`src/core/pse_irq_pkg.sv`:
```
// constants, register map and summary mapping for the interrupt aggregator
package pse_irq_pkg;

  localparam int NUM_GROUPS      = 2;
  localparam int PORTS_PER_GROUP = 4;
  localparam int NUM_PORTS       = NUM_GROUPS * PORTS_PER_GROUP;
  localparam int NUM_EVREGS      = 6;
  localparam int BYTE_W          = 8;
  localparam int NIB             = 4;
  localparam int EV_BUS_W        = NUM_GROUPS * BYTE_W;

  typedef logic [BYTE_W-1:0] byte_t;
  typedef logic [2:0]        evidx_t;
  typedef logic [NUM_EVREGS-1:0][BYTE_W-1:0] evbank_t;

  // register addresses, the same in each group's register page
  localparam byte_t ADDR_SUMMARY   = 8'h00;
  localparam byte_t ADDR_MASK      = 8'h01;
  localparam byte_t ADDR_POWER     = 8'h02;
  localparam byte_t ADDR_POWER_C   = 8'h03;
  localparam byte_t ADDR_PROBE     = 8'h04;
  localparam byte_t ADDR_PROBE_C   = 8'h05;
  localparam byte_t ADDR_UNPLUG    = 8'h06;
  localparam byte_t ADDR_UNPLUG_C  = 8'h07;
  localparam byte_t ADDR_LIMIT     = 8'h08;
  localparam byte_t ADDR_LIMIT_C   = 8'h09;
  localparam byte_t ADDR_SUPPLY    = 8'h0A;
  localparam byte_t ADDR_SUPPLY_C  = 8'h0B;
  localparam byte_t ADDR_TURNON    = 8'h24;
  localparam byte_t ADDR_TURNON_C  = 8'h25;

  // reset values
  localparam byte_t MASK_RESET  = 8'h80;
  localparam byte_t EVREG_RESET = 8'h00;
  localparam byte_t RDATA_NONE  = 8'h00;

  // event register indices inside a bank
  localparam evidx_t EV_POWER  = 3'h0;
  localparam evidx_t EV_PROBE  = 3'h1;
  localparam evidx_t EV_UNPLUG = 3'h2;
  localparam evidx_t EV_LIMIT  = 3'h3;
  localparam evidx_t EV_SUPPLY = 3'h4;
  localparam evidx_t EV_TURNON = 3'h5;

  // summary bit positions, also the mask bit positions
  localparam int SUM_SUPPLY  = 7;
  localparam int SUM_START   = 6;
  localparam int SUM_PIFAULT = 5;
  localparam int SUM_CLASS   = 4;
  localparam int SUM_DETECT  = 3;
  localparam int SUM_DISC    = 2;
  localparam int SUM_PGOOD   = 1;
  localparam int SUM_PENABLE = 0;

  // supply_events fields; bit 0 is reserved and reads zero
  localparam int    SUP_OSS     = 1;
  localparam int    SUP_PCUT_LO = 2;
  localparam int    SUP_PCUT_HI = 3;
  localparam byte_t SUP_USED    = 8'hFE;

  typedef struct packed {
    logic   hit;
    logic   clr;
    evidx_t idx;
  } evsel_s;

  function automatic logic [NIB-1:0] hi_nib(input byte_t v);
    return v[NIB +: NIB];
  endfunction : hi_nib

  function automatic logic [NIB-1:0] lo_nib(input byte_t v);
    return v[0 +: NIB];
  endfunction : lo_nib

  // maps an address onto an event register and its view
  function automatic evsel_s decode_event(input byte_t addr);
    evsel_s s;
    s = '{hit: 1'b1, clr: 1'b0, idx: EV_POWER};
    case (addr)
      ADDR_POWER:    s = '{1'b1, 1'b0, EV_POWER};
      ADDR_POWER_C:  s = '{1'b1, 1'b1, EV_POWER};
      ADDR_PROBE:    s = '{1'b1, 1'b0, EV_PROBE};
      ADDR_PROBE_C:  s = '{1'b1, 1'b1, EV_PROBE};
      ADDR_UNPLUG:   s = '{1'b1, 1'b0, EV_UNPLUG};
      ADDR_UNPLUG_C: s = '{1'b1, 1'b1, EV_UNPLUG};
      ADDR_LIMIT:    s = '{1'b1, 1'b0, EV_LIMIT};
      ADDR_LIMIT_C:  s = '{1'b1, 1'b1, EV_LIMIT};
      ADDR_SUPPLY:   s = '{1'b1, 1'b0, EV_SUPPLY};
      ADDR_SUPPLY_C: s = '{1'b1, 1'b1, EV_SUPPLY};
      ADDR_TURNON:   s = '{1'b1, 1'b0, EV_TURNON};
      ADDR_TURNON_C: s = '{1'b1, 1'b1, EV_TURNON};
      default:       s = '{1'b0, 1'b0, EV_POWER};
    endcase
    return s;
  endfunction : decode_event

endpackage : pse_irq_pkg

```
`src/core/event_flag_bank.sv`:
```
// sticky event flag registers of one port group
`timescale 1ns/1ps
`default_nettype none
module event_flag_bank (
  // clock and reset
  input  wire logic                 clk,
  input  wire logic                 rst_n,
  // per-bit set and clear requests
  input  wire pse_irq_pkg::evbank_t set_bits,
  input  wire pse_irq_pkg::evbank_t clr_bits,
  // stored flags
  output pse_irq_pkg::evbank_t      flags
);
  import pse_irq_pkg::*;

  // set beats clear so an event landing on a clear is never lost
  always_ff @(posedge clk) begin
    if (!rst_n) begin
      flags <= '0;
    end else begin
      for (int i = 0; i < NUM_EVREGS; i++) begin
        if (evidx_t'(i) == EV_SUPPLY) begin
          flags[i] <= ((flags[i] & ~clr_bits[i]) | set_bits[i]) & SUP_USED;
        end else begin
          flags[i] <= (flags[i] & ~clr_bits[i]) | set_bits[i];
        end
      end
    end
  end

endmodule : event_flag_bank
`default_nettype wire

```
`src/core/port_event_interrupt_aggregator.sv`:
```
// event flags, summaries, masks and interrupt pin of both port groups
`timescale 1ns/1ps
`default_nettype none
module port_event_interrupt_aggregator (
  // clock and reset
  input  wire logic                              SYS_CLK,
  input  wire logic                              RSTN,
  // register access
  input  wire logic                              REG_GROUP,
  input  wire logic                              REG_RD_EN,
  input  wire logic                              REG_WR_EN,
  input  wire pse_irq_pkg::byte_t                REG_ADDR,
  input  wire pse_irq_pkg::byte_t                REG_WDATA,
  output pse_irq_pkg::byte_t                     REG_RDATA,
  output logic                                   REG_RVALID,
  // event set pulses, group 1 in the upper byte
  input  wire logic [pse_irq_pkg::EV_BUS_W-1:0]  POWER_CHANGE_SET,
  input  wire logic [pse_irq_pkg::EV_BUS_W-1:0]  PROBE_DONE_SET,
  input  wire logic [pse_irq_pkg::EV_BUS_W-1:0]  UNPLUG_OVERPOWER_SET,
  input  wire logic [pse_irq_pkg::EV_BUS_W-1:0]  LIMIT_STARTUP_SET,
  input  wire logic [pse_irq_pkg::EV_BUS_W-1:0]  SUPPLY_SET,
  input  wire logic [pse_irq_pkg::EV_BUS_W-1:0]  TURN_ON_FAULT_SET,
  // per-port commands
  input  wire logic [pse_irq_pkg::NUM_PORTS-1:0] PORT_SHUTDOWN_MODE,
  input  wire logic [pse_irq_pkg::NUM_PORTS-1:0] PORT_POWER_OFF_CMD,
  input  wire logic [pse_irq_pkg::NUM_PORTS-1:0] PORT_RESET_CMD,
  // per-group commands and the shared clear-pin command
  input  wire logic [pse_irq_pkg::NUM_GROUPS-1:0] GROUP_RESET,
  input  wire logic [pse_irq_pkg::NUM_GROUPS-1:0] WIPE_ALL_EVENTS_CMD,
  input  wire logic [pse_irq_pkg::NUM_GROUPS-1:0] EMERGENCY_OFF,
  input  wire logic                              CLEAR_PIN_CMD,
  // interrupt pin
  output logic                                   IRQ_PIN_N
);
  import pse_irq_pkg::*;

  evbank_t                   set_v   [NUM_GROUPS];
  evbank_t                   clr_v   [NUM_GROUPS];
  evbank_t                   flags   [NUM_GROUPS];
  byte_t                     summary [NUM_GROUPS];
  byte_t                     mask    [NUM_GROUPS];
  byte_t                     enabled [NUM_GROUPS];
  byte_t                     enabled_prev [NUM_GROUPS];
  logic [NUM_GROUPS-1:0]     grp_req;
  logic [NUM_GROUPS-1:0]     grp_new;
  logic                      any_req;
  logic                      new_req;
  logic                      released;
  logic                      next_released;
  evsel_s                    sel;
  logic                      cor_read;

  assign sel      = decode_event(REG_ADDR);
  assign cor_read = REG_RD_EN && sel.hit && sel.clr;

  // per group: set and clear masks, flag bank, summary, request
  for (genvar g = 0; g < NUM_GROUPS; g++) begin : grp
    localparam int BL = g * BYTE_W;
    localparam int PL = g * PORTS_PER_GROUP;
    logic [NIB-1:0] port_clr;
    logic           full_clr;

    // emergency off wipes every port of the group like a port command
    assign port_clr = PORT_SHUTDOWN_MODE[PL +: NIB]
                    | PORT_POWER_OFF_CMD[PL +: NIB]
                    | PORT_RESET_CMD[PL +: NIB]
                    | {NIB{EMERGENCY_OFF[g]}};
    assign full_clr = GROUP_RESET[g] | WIPE_ALL_EVENTS_CMD[g];

    // set sources; emergency off also raises its own flag
    always_comb begin
      set_v[g]            = '0;
      set_v[g][EV_POWER]  = POWER_CHANGE_SET[BL +: BYTE_W];
      set_v[g][EV_PROBE]  = PROBE_DONE_SET[BL +: BYTE_W];
      set_v[g][EV_UNPLUG] = UNPLUG_OVERPOWER_SET[BL +: BYTE_W];
      set_v[g][EV_LIMIT]  = LIMIT_STARTUP_SET[BL +: BYTE_W];
      set_v[g][EV_SUPPLY] = SUPPLY_SET[BL +: BYTE_W]
                          | (byte_t'(EMERGENCY_OFF[g]) << SUP_OSS);
      set_v[g][EV_TURNON] = TURN_ON_FAULT_SET[BL +: BYTE_W];
    end

    // clear sources: port commands, group wipes, clear-on-read
    always_comb begin
      clr_v[g]            = '0;
      clr_v[g][EV_PROBE]  = {port_clr, port_clr};
      clr_v[g][EV_UNPLUG] = {port_clr, port_clr};
      clr_v[g][EV_LIMIT]  = {port_clr, port_clr};
      clr_v[g][EV_SUPPLY][SUP_PCUT_LO] = port_clr[0] | port_clr[1];
      clr_v[g][EV_SUPPLY][SUP_PCUT_HI] = port_clr[2] | port_clr[3];
      if (full_clr) begin
        clr_v[g] = '1;
      end
      // only the bits returned are cleared; set still wins in the bank
      if (cor_read && REG_GROUP == 1'(g)) begin
        clr_v[g][sel.idx] = clr_v[g][sel.idx] | flags[g][sel.idx];
      end
    end

    event_flag_bank u_bank (
      .clk      (SYS_CLK),
      .rst_n    (RSTN),
      .set_bits (set_v[g]),
      .clr_bits (clr_v[g]),
      .flags    (flags[g])
    );

    // summary bits follow the flags with no storage of their own
    always_comb begin
      summary[g] = '0;
      summary[g][SUM_SUPPLY]  = |hi_nib(flags[g][EV_SUPPLY]);
      summary[g][SUM_START]   = |lo_nib(flags[g][EV_LIMIT]);
      summary[g][SUM_PIFAULT] = |hi_nib(flags[g][EV_LIMIT])
                              | |lo_nib(flags[g][EV_UNPLUG])
                              | flags[g][EV_SUPPLY][SUP_PCUT_LO]
                              | flags[g][EV_SUPPLY][SUP_PCUT_HI];
      summary[g][SUM_CLASS]   = |hi_nib(flags[g][EV_PROBE]);
      summary[g][SUM_DETECT]  = |lo_nib(flags[g][EV_PROBE]);
      summary[g][SUM_DISC]    = |hi_nib(flags[g][EV_UNPLUG])
                              | flags[g][EV_SUPPLY][SUP_OSS];
      summary[g][SUM_PGOOD]   = |hi_nib(flags[g][EV_POWER]);
      summary[g][SUM_PENABLE] = |lo_nib(flags[g][EV_POWER]);
    end

    // mask register, same bit order as the summary
    always_ff @(posedge SYS_CLK) begin
      if (!RSTN) begin
        mask[g] <= MASK_RESET;
      end else if (REG_WR_EN && REG_ADDR == ADDR_MASK
                   && REG_GROUP == 1'(g)) begin
        mask[g] <= REG_WDATA;
      end
    end

    assign enabled[g] = summary[g] & mask[g];
    assign grp_req[g] = |enabled[g];
    assign grp_new[g] = |(enabled[g] & ~enabled_prev[g]);

    // remembers which enabled bits were already seen by the pin
    always_ff @(posedge SYS_CLK) begin
      if (!RSTN) begin
        enabled_prev[g] <= '0;
      end else begin
        enabled_prev[g] <= enabled[g];
      end
    end
  end

  assign any_req = |grp_req;
  assign new_req = |grp_new;

  // a fresh enabled bit re-arms the pin after a clear-pin command
  assign next_released = !new_req && any_req
                       && (CLEAR_PIN_CMD || released);

  always_ff @(posedge SYS_CLK) begin
    if (!RSTN) begin
      released <= 1'b0;
    end else begin
      released <= next_released;
    end
  end

  // pin is registered so it cannot glitch on the board
  always_ff @(posedge SYS_CLK) begin
    if (!RSTN) begin
      IRQ_PIN_N <= 1'b1;
    end else begin
      IRQ_PIN_N <= !(any_req && !next_released);
    end
  end

  // register read: one-cycle latency, unmapped reads return zero
  always_ff @(posedge SYS_CLK) begin
    if (!RSTN) begin
      REG_RDATA  <= RDATA_NONE;
      REG_RVALID <= 1'b0;
    end else begin
      REG_RVALID <= REG_RD_EN;
      if (REG_RD_EN) begin
        if (REG_ADDR == ADDR_SUMMARY) begin
          REG_RDATA <= summary[REG_GROUP];
        end else if (REG_ADDR == ADDR_MASK) begin
          REG_RDATA <= mask[REG_GROUP];
        end else if (sel.hit) begin
          REG_RDATA <= flags[REG_GROUP][sel.idx];
        end else begin
          REG_RDATA <= RDATA_NONE;
        end
      end
    end
  end

  // helper state for the checks below
  logic    last_cor;
  logic    last_ro;
  logic    last_grp;
  evidx_t  last_idx;
  byte_t   last_set;
  byte_t   last_val;
  logic    last_quiet;
  logic    clr_cmd_any;

  assign clr_cmd_any = |{PORT_SHUTDOWN_MODE, PORT_POWER_OFF_CMD,
                         PORT_RESET_CMD, GROUP_RESET,
                         WIPE_ALL_EVENTS_CMD, EMERGENCY_OFF};

  always_ff @(posedge SYS_CLK) begin
    if (!RSTN) begin
      last_cor   <= 1'b0;
      last_ro    <= 1'b0;
      last_grp   <= 1'b0;
      last_idx   <= EV_POWER;
      last_set   <= '0;
      last_val   <= '0;
      last_quiet <= 1'b0;
    end else begin
      last_cor   <= cor_read && !clr_cmd_any;
      last_ro    <= REG_RD_EN && sel.hit && !sel.clr;
      last_grp   <= REG_GROUP;
      last_idx   <= sel.idx;
      last_set   <= set_v[REG_GROUP][sel.idx]
                    & ((sel.idx == EV_SUPPLY) ? SUP_USED : byte_t'('1));
      last_val   <= flags[REG_GROUP][sel.idx];
      last_quiet <= !clr_cmd_any;
    end
  end
endmodule : port_event_interrupt_aggregator
`default_nettype wire

```
`config.mk`:
```
export PLATFORM = sky130hd
export DESIGN_NAME = port_event_interrupt_aggregator
export DESIGN_NICKNAME = d
export VERILOG_FILES = /design/src/core/pse_irq_pkg.sv /design/src/core/event_flag_bank.sv /design/src/core/port_event_interrupt_aggregator.sv
export SDC_FILE = /design/constraint.sdc
export NUM_CORES = 1
export LEC_CHECK = 0
export BUFFER_PORTS_ARGS = -buffer_cell sky130_fd_sc_hd__buf_4
export CAP_MARGIN = 20
export CORE_UTILIZATION = 53
export CTS_CLUSTER_DIAMETER = 50
export DETAILED_ROUTE_END_ITERATION = 10
export PLACE_DENSITY = 0.79
export SETUP_SLACK_MARGIN = 0.4
export SYNTH_ARGS = -nofsm -noshare
export SYNTH_HDL_FRONTEND = slang
export SYNTH_SLANG_ARGS = --single-unit
```
`constraint.sdc`:
```
create_clock -name SYS_CLK -period 3 [get_ports SYS_CLK]
set_input_delay 0.6 -clock SYS_CLK [delete_from_list [all_inputs] [get_ports SYS_CLK]]
set_output_delay 0.6 -clock SYS_CLK [all_outputs]
set_load 0.01 [all_outputs]
```
== After elaboration in Yosys (flattened, before gate mapping) ==
Memory sizes are Yosys's and may differ from the RTL's.
Cells that the tools add are included.
Widths: inputs -> output; s select.

* Output and inout bits: 10
* Memories kept: 2
* Latch bits: 0
* Bits in registers: 107
* Bits in read-only memories: 0
* Memory bits (writable): 32

* $mul: 0
* Add/sub/neg operators: 0
* Shifts and indexed selects: 0
* Reductions and logical operators: 36
* Order comparisons: 3
* Bitwise gates (word level): 72
* Muxes and demuxes: 40
* Divide/modulo/power cells: 0
* Eq/ne operators: 13

{| class="wikitable"
|+ Memory list
! name !! depth !! width !! rd ports !! clocked after Yosys merged registers in !! write ports !! line !! text
|-
| enabled_prev || 2 || 8 || 2 || 0 || 2 || port_event_interrupt_aggregator.sv:43 || <nowiki>byte_t enabled_prev [NUM_GROUPS];</nowiki>
|-
| mask || 2 || 8 || 3 || 0 || 2 || port_event_interrupt_aggregator.sv:41 || <nowiki>byte_t mask [NUM_GROUPS];</nowiki>
|}

{| class="wikitable"
|+ Operator list
! operator !! count
|-
| $mux 48 || 7
|-
| $and 8x8->8 || 16
|-
| $mux 8 || 16
|-
| $bmux 8 s3 || 5
|-
| $not 8->8 || 14
|-
| $or 8x8->8 || 14
|-
| $bwmux 48 || 2
|-
| $reduce_or 4->1 || 18
|-
| $pmux 5 s12 || 1
|-
| $eq 8x3->1 const B || 4
|-
| $eq 8x4->1 const B || 4
|-
| $reduce_or 16->1 || 2
|-
| $demux 8 s3 || 1
|-
| $or 4x4->4 || 6
|-
| $or 1x1->1 || 18
|-
| $eq 8x2->1 const B || 2
|-
| $eq 8x6->1 const B || 2
|-
| $or 8x2->8 || 2
|-
| $logic_and 1x1->1 || 11
|-
| $eq 8x1->1 const B || 1
|-
| $logic_not 8->1 || 1
|-
| $mux 1 || 8
|-
| $lt 3x4->1 const B || 1
|-
| $ge 3x1->1 const B || 1
|-
| 5 further kinds || 7
|}

== Longest topological paths before layout ==
* Depth after elaboration: 13
* Depth in mapped cells: 9

== Hierarchy ==
Synthesis repeated with hierarchy kept, for this count alone.

* Cells, all modules: 946
* Area total of the unflattened synthesis: 8220.4 um2

{| class="wikitable"
|+ Modules (own cells, without submodules)
! module !! cells each !! area an instance (um2) !! times used
|-
| port_event_interrupt_aggregator || 650 || 4929.7 || 1
|-
| event_flag_bank || 148 || 1645.3 || 2
|}

== Worst setup path before layout ==
Ideal clock, no wire load.

* Kind: input to register
* From: in REG_ADDR[5]
* To: reg REG_RDATA[6]
* Slack: 0.336 ns
* Stages: 8
* Library setup time: 0.122 ns
* Buffers on the path: 2
* Arrival: 2.542 ns
* Cell sequence: buf_6 > or4_4 > buf_6 > o22ai_4 > mux4_1 > o21ai_1 > a21boi_0 > o21ai_1

* Word-level cells in the longest chain between the ends: 7

{| class="wikitable"
|+ RTL lines
! element !! line !! text
|-
| start: declaration || port_event_interrupt_aggregator.sv:12 || <nowiki>input wire pse_irq_pkg::byte_t REG_ADDR,</nowiki>
|-
| $eq 8x6->1 (tied with other cells) || pse_irq_pkg.sv:79 || <nowiki>case (addr)</nowiki>
|-
| $pmux 5 s12 || pse_irq_pkg.sv:79 ||
|-
| $bmux 8 s3 || n/a ||
|-
| $mux 8 || n/a ||
|-
| $mux 8 || port_event_interrupt_aggregator.sv:184 || <nowiki>end else if (sel.hit) begin</nowiki>
|-
| $mux 8 || port_event_interrupt_aggregator.sv:182 || <nowiki>end else if (REG_ADDR == ADDR_MASK) begin</nowiki>
|-
| $mux 8 * || port_event_interrupt_aggregator.sv:180 || <nowiki>if (REG_ADDR == ADDR_SUMMARY) begin</nowiki>
|-
| end signal: assignment || port_event_interrupt_aggregator.sv:181 || <nowiki>REG_RDATA <= summary[REG_GROUP];</nowiki>
|-
| end signal: assignment || port_event_interrupt_aggregator.sv:183 || <nowiki>REG_RDATA <= mask[REG_GROUP];</nowiki>
|-
| end signal: assignment || port_event_interrupt_aggregator.sv:185 || <nowiki>REG_RDATA <= flags[REG_GROUP][sel.idx];</nowiki>
|-
| end: declaration || port_event_interrupt_aggregator.sv:14 || <nowiki>output pse_irq_pkg::byte_t REG_RDATA,</nowiki>
|}

Every way passes the cells marked *; elsewhere a longest branch is shown, timed or not. The select of a mux whose other input is x is not followed.
A chain may end at the register's enable or synchronous reset.

== Worst setup path in the final report ==
* From: in REG_ADDR[1]
* To: reg REG_RDATA[1]

The elaborated chain is that of the path after synthesis.

==> reports/qor.yml <==
global_route:
  grt_pass1_wl_mm: 35.22
  grt_pass1_vias: 6647
  grt_use_total_pct: 37.36
  overflow: 0
  antenna_found_initial: 0
  grt_max_degree: 36
sta:
  finClkSkew_ns: 0.008008
  tns_ns: 0
  fin_crit_sh_pct: 78.30
  finalHoldViolations: 0
  slew_violations: 0
  clock.fmax_mhz: 425.7
  setup_viol: 0
  setup_ws_ns: 0.6510
  grt_setup_unrepaired: "no"
  slew_headroom_pct: 44.90
  fin_crit_ns: 2.349
  tightest_slew_ns: 0.8158
synthesis:
  synthCells: 736
  netlist_area_um2: 6379
  synth_commonest_cells: "nor2_1 (163), dfxtp_1 (121), a21oi_1 (104)"
  yosysSeqAreaShare_pct: 45.51
  ys_seq_elements: 137
  yosys.area.top_type_share_pct: 37.98
  yosysTopAreaCell: "dfxtp_1"
  synth.net_count: 884
  synth_ff_type: "dfxtp_1"
  synth.avg_cell_area_um2: 8.667
  synth_cell_types: 64
  synth_edf_count: 16
  yosysMostFrequentCell: "nor2_1"
  ys_warn_count: 0
  async_flop_share_pct: 0
  synth.area.top_cells: "dfxtp_1 (38%), nor2_1 (9.6%), a21oi_1 (8.2%), edfxtp_1 (7.5%), mux2i_1 (5.3%)"
floorplan:
  die-area_um2: 12480
  boundaryPins: 158
  core-area_um2: 11560
  rows: 39
  die_h_um: 111.7
  fp.dieW_um: 111.7
  start_util_pct: 55.16
worst_hold_path:
  hold_path_class: "input pin to flop"
  hold_depth: 3
  hp-start: "LIMIT_STARTUP_SET[14]"
  hold_end: "grp[1].u_bank.flags[30]"
status:
  violations: "design-rule violations"
  outcome: "finished with violations"
detailed_routing:
  vias: 6676
  ant_nets: 0
  routedWlPerCell_um: 21.61
  drc: 8
  viasPerCell: 6.346
  drt_wl_total_mm: 22.74
  first_pass_iters: 10
  initialDrtViolationCount: 750
clock_tree:
  post_cts_buffers: 0
  cts_sinks: 137
  numCtsBuffers: 17
  htree_levels: 4
  clkTransAtPathRegs_ns: 0.06
  root_buffer: "clkbuf_16"
  cts-resized-gates: 0
  cts_buffer_depth: 2
  clkLatencyLatePin_ns: 0.44
  cts_tree: "built"
  postCtsHoldBufs: 0
job:
  cap_violations: 0
pwr:
  power.density_nw_per_um2: 599.8
  p_leak_nw: 3.508
  peakVddDrop_mv: 0.4101
finish:
  drive_gt1_share_pct: 25.08
  antenna_cells: 0
  final_area_um2: 8392
  nFillCells: 882
  fin_nets: 1044
  synthToLayoutAreaGrowth_pct: 31.56
worst_setup_path:
  r2r_end: "released"
  worstSetupEndpointType: "flop"
  worstPathMaxFanout: 14
  reg2reg_depth: 6
  cp.arrival_ns: 2.67
  required_ns: 3.32
  r2r-start: "grp[1].u_bank.flags[13]"
  rrSetupSlack_ns: 0.73
  critPathKind: "input pin to flop"
  crit_path_start_kind: "input pin"
placement:
  dp_hpwl_mm: 17.51
  port_buffers: 155
  pre_cts_ws_ns: 0.2580
  place_area_um2: 7715
  place.gp.congestion: 0.9569
## layer usage
metal  GRT usage [%]  up-vias  routed length (µm)
met5               0        -                   0
met4           20.81        0                 993
met3           7.676       79                2108
met2           58.10      405               10470
met1           48.59     3173                9166
li1                -     3019                   -
## worst max path at each step
stage	from	endpoint	slack, ns	cells after the start
4_1_cts	REG_ADDR[1]	REG_RDATA[1]	0.69	8
3_5_place_dp	REG_ADDR[1]	REG_RDATA[5]	0.26	7
3_3_place_gp	REG_ADDR[1]	REG_RDATA[5]	0.26	7
5_1_grt	REG_ADDR[1]	REG_RDATA[1]	0.56	8
6_report	REG_ADDR[1]	REG_RDATA[1]	0.65	8
2_1_floorplan	REG_ADDR[1]	REG_RDATA[6]	0.41	8
## state kept, by name, indices dropped and copies added, names as in the netlist
register and cells:
grp.u_bank.flags 94, REG_RVALID 1, REG_RDATA 8, released 1, IRQ_PIN_N 1, enabled_prev 16, mask 16
## stage by stage
step / total power, W / std cells / util, % / hold slack, ns
2_1_floorplan: 0.002335 / 736 / - / 0.4455
4_1_cts: 0.005014 / 1051 / 72.52 / 0.3670
3_3_place_gp: 0.002619 / 1019 / 66.71 / 0.4620
5_1_grt: 0.005149 / 1052 / 72.56 / 0.3796
3_5_place_dp: 0.002637 / 1019 / 66.71 / 0.4716
6_report: 0.005033 / 1052 / 72.56 / 0.3711
## critical path, cell delays in order
cell,delay (ns)
buf_4,0.15
or3b_1,0.52
o22ai_4,0.30
buf_4,0.30
mux2i_1,0.26
o221ai_1,0.24
a22oi_1,0.22
a21oi_1,0.06
## placed cells by master, fill, tap and decap left out, types with 3 or more instances in the layout
master and n:
buf_4 177, mux2i_1 34, bufinv_16 6, edfxtp_1 16, nand3_1 7, o211ai_1 3
clkbuf_16 17, o22ai_1 9, inv_6 4, mux2_2 3, o41ai_1 5, dfxtp_1 121
nand4_1 3, a32o_1 4, nand2b_1 6, and2_1 16, or3_1 6, nor2b_1 3
mux4_2 8, a22oi_1 6, inv_1 3, nor3_1 13, a21oi_1 104, nand2_1 44
nor4_1 15, o21ai_0 22, a31oi_1 15, a211oi_1 3, nor2_1 163, o21bai_1 4
a21boi_0 3, or4_1 10, o221ai_1 9
## kinds of logic after synthesis
kind of cell / after synthesis / share of synthesized area [%]
and+or+nand+nor: 304 / 22.07
buffers and inverters: 41 / 2.864
muxes: 47 / 9.572
AOI/OAI and AO/OA: 207 / 19.99
DFF: 137 / 45.51
## power by group
part / leakage, nW / internal (W) / switching [W]
Combinational: 2.03 / 0.000281 / 0.000298
Clock: 0.320 / 0.00157 / 0.000845
Sequential: 1.16 / 0.00195 / 0.0000879
Total: 3.51 / 0.00380 / 0.00123
## cell type report
type | instances | area, µm² | area share [%]
inverters | 4 | 15.01 | 0.1789
clock buffers | 18 | 429.2 | 5.114
multi-input cells | 558 | 3289 | 39.20
flip-flops and latches | 137 | 2903 | 34.59
well taps | 143 | 178.9 | 2.132
clock inverters | 14 | 242.7 | 2.893
repair buffers | 178 | 1334 | 15.89
Note: power is estimated with default switching activity, not from simulation.
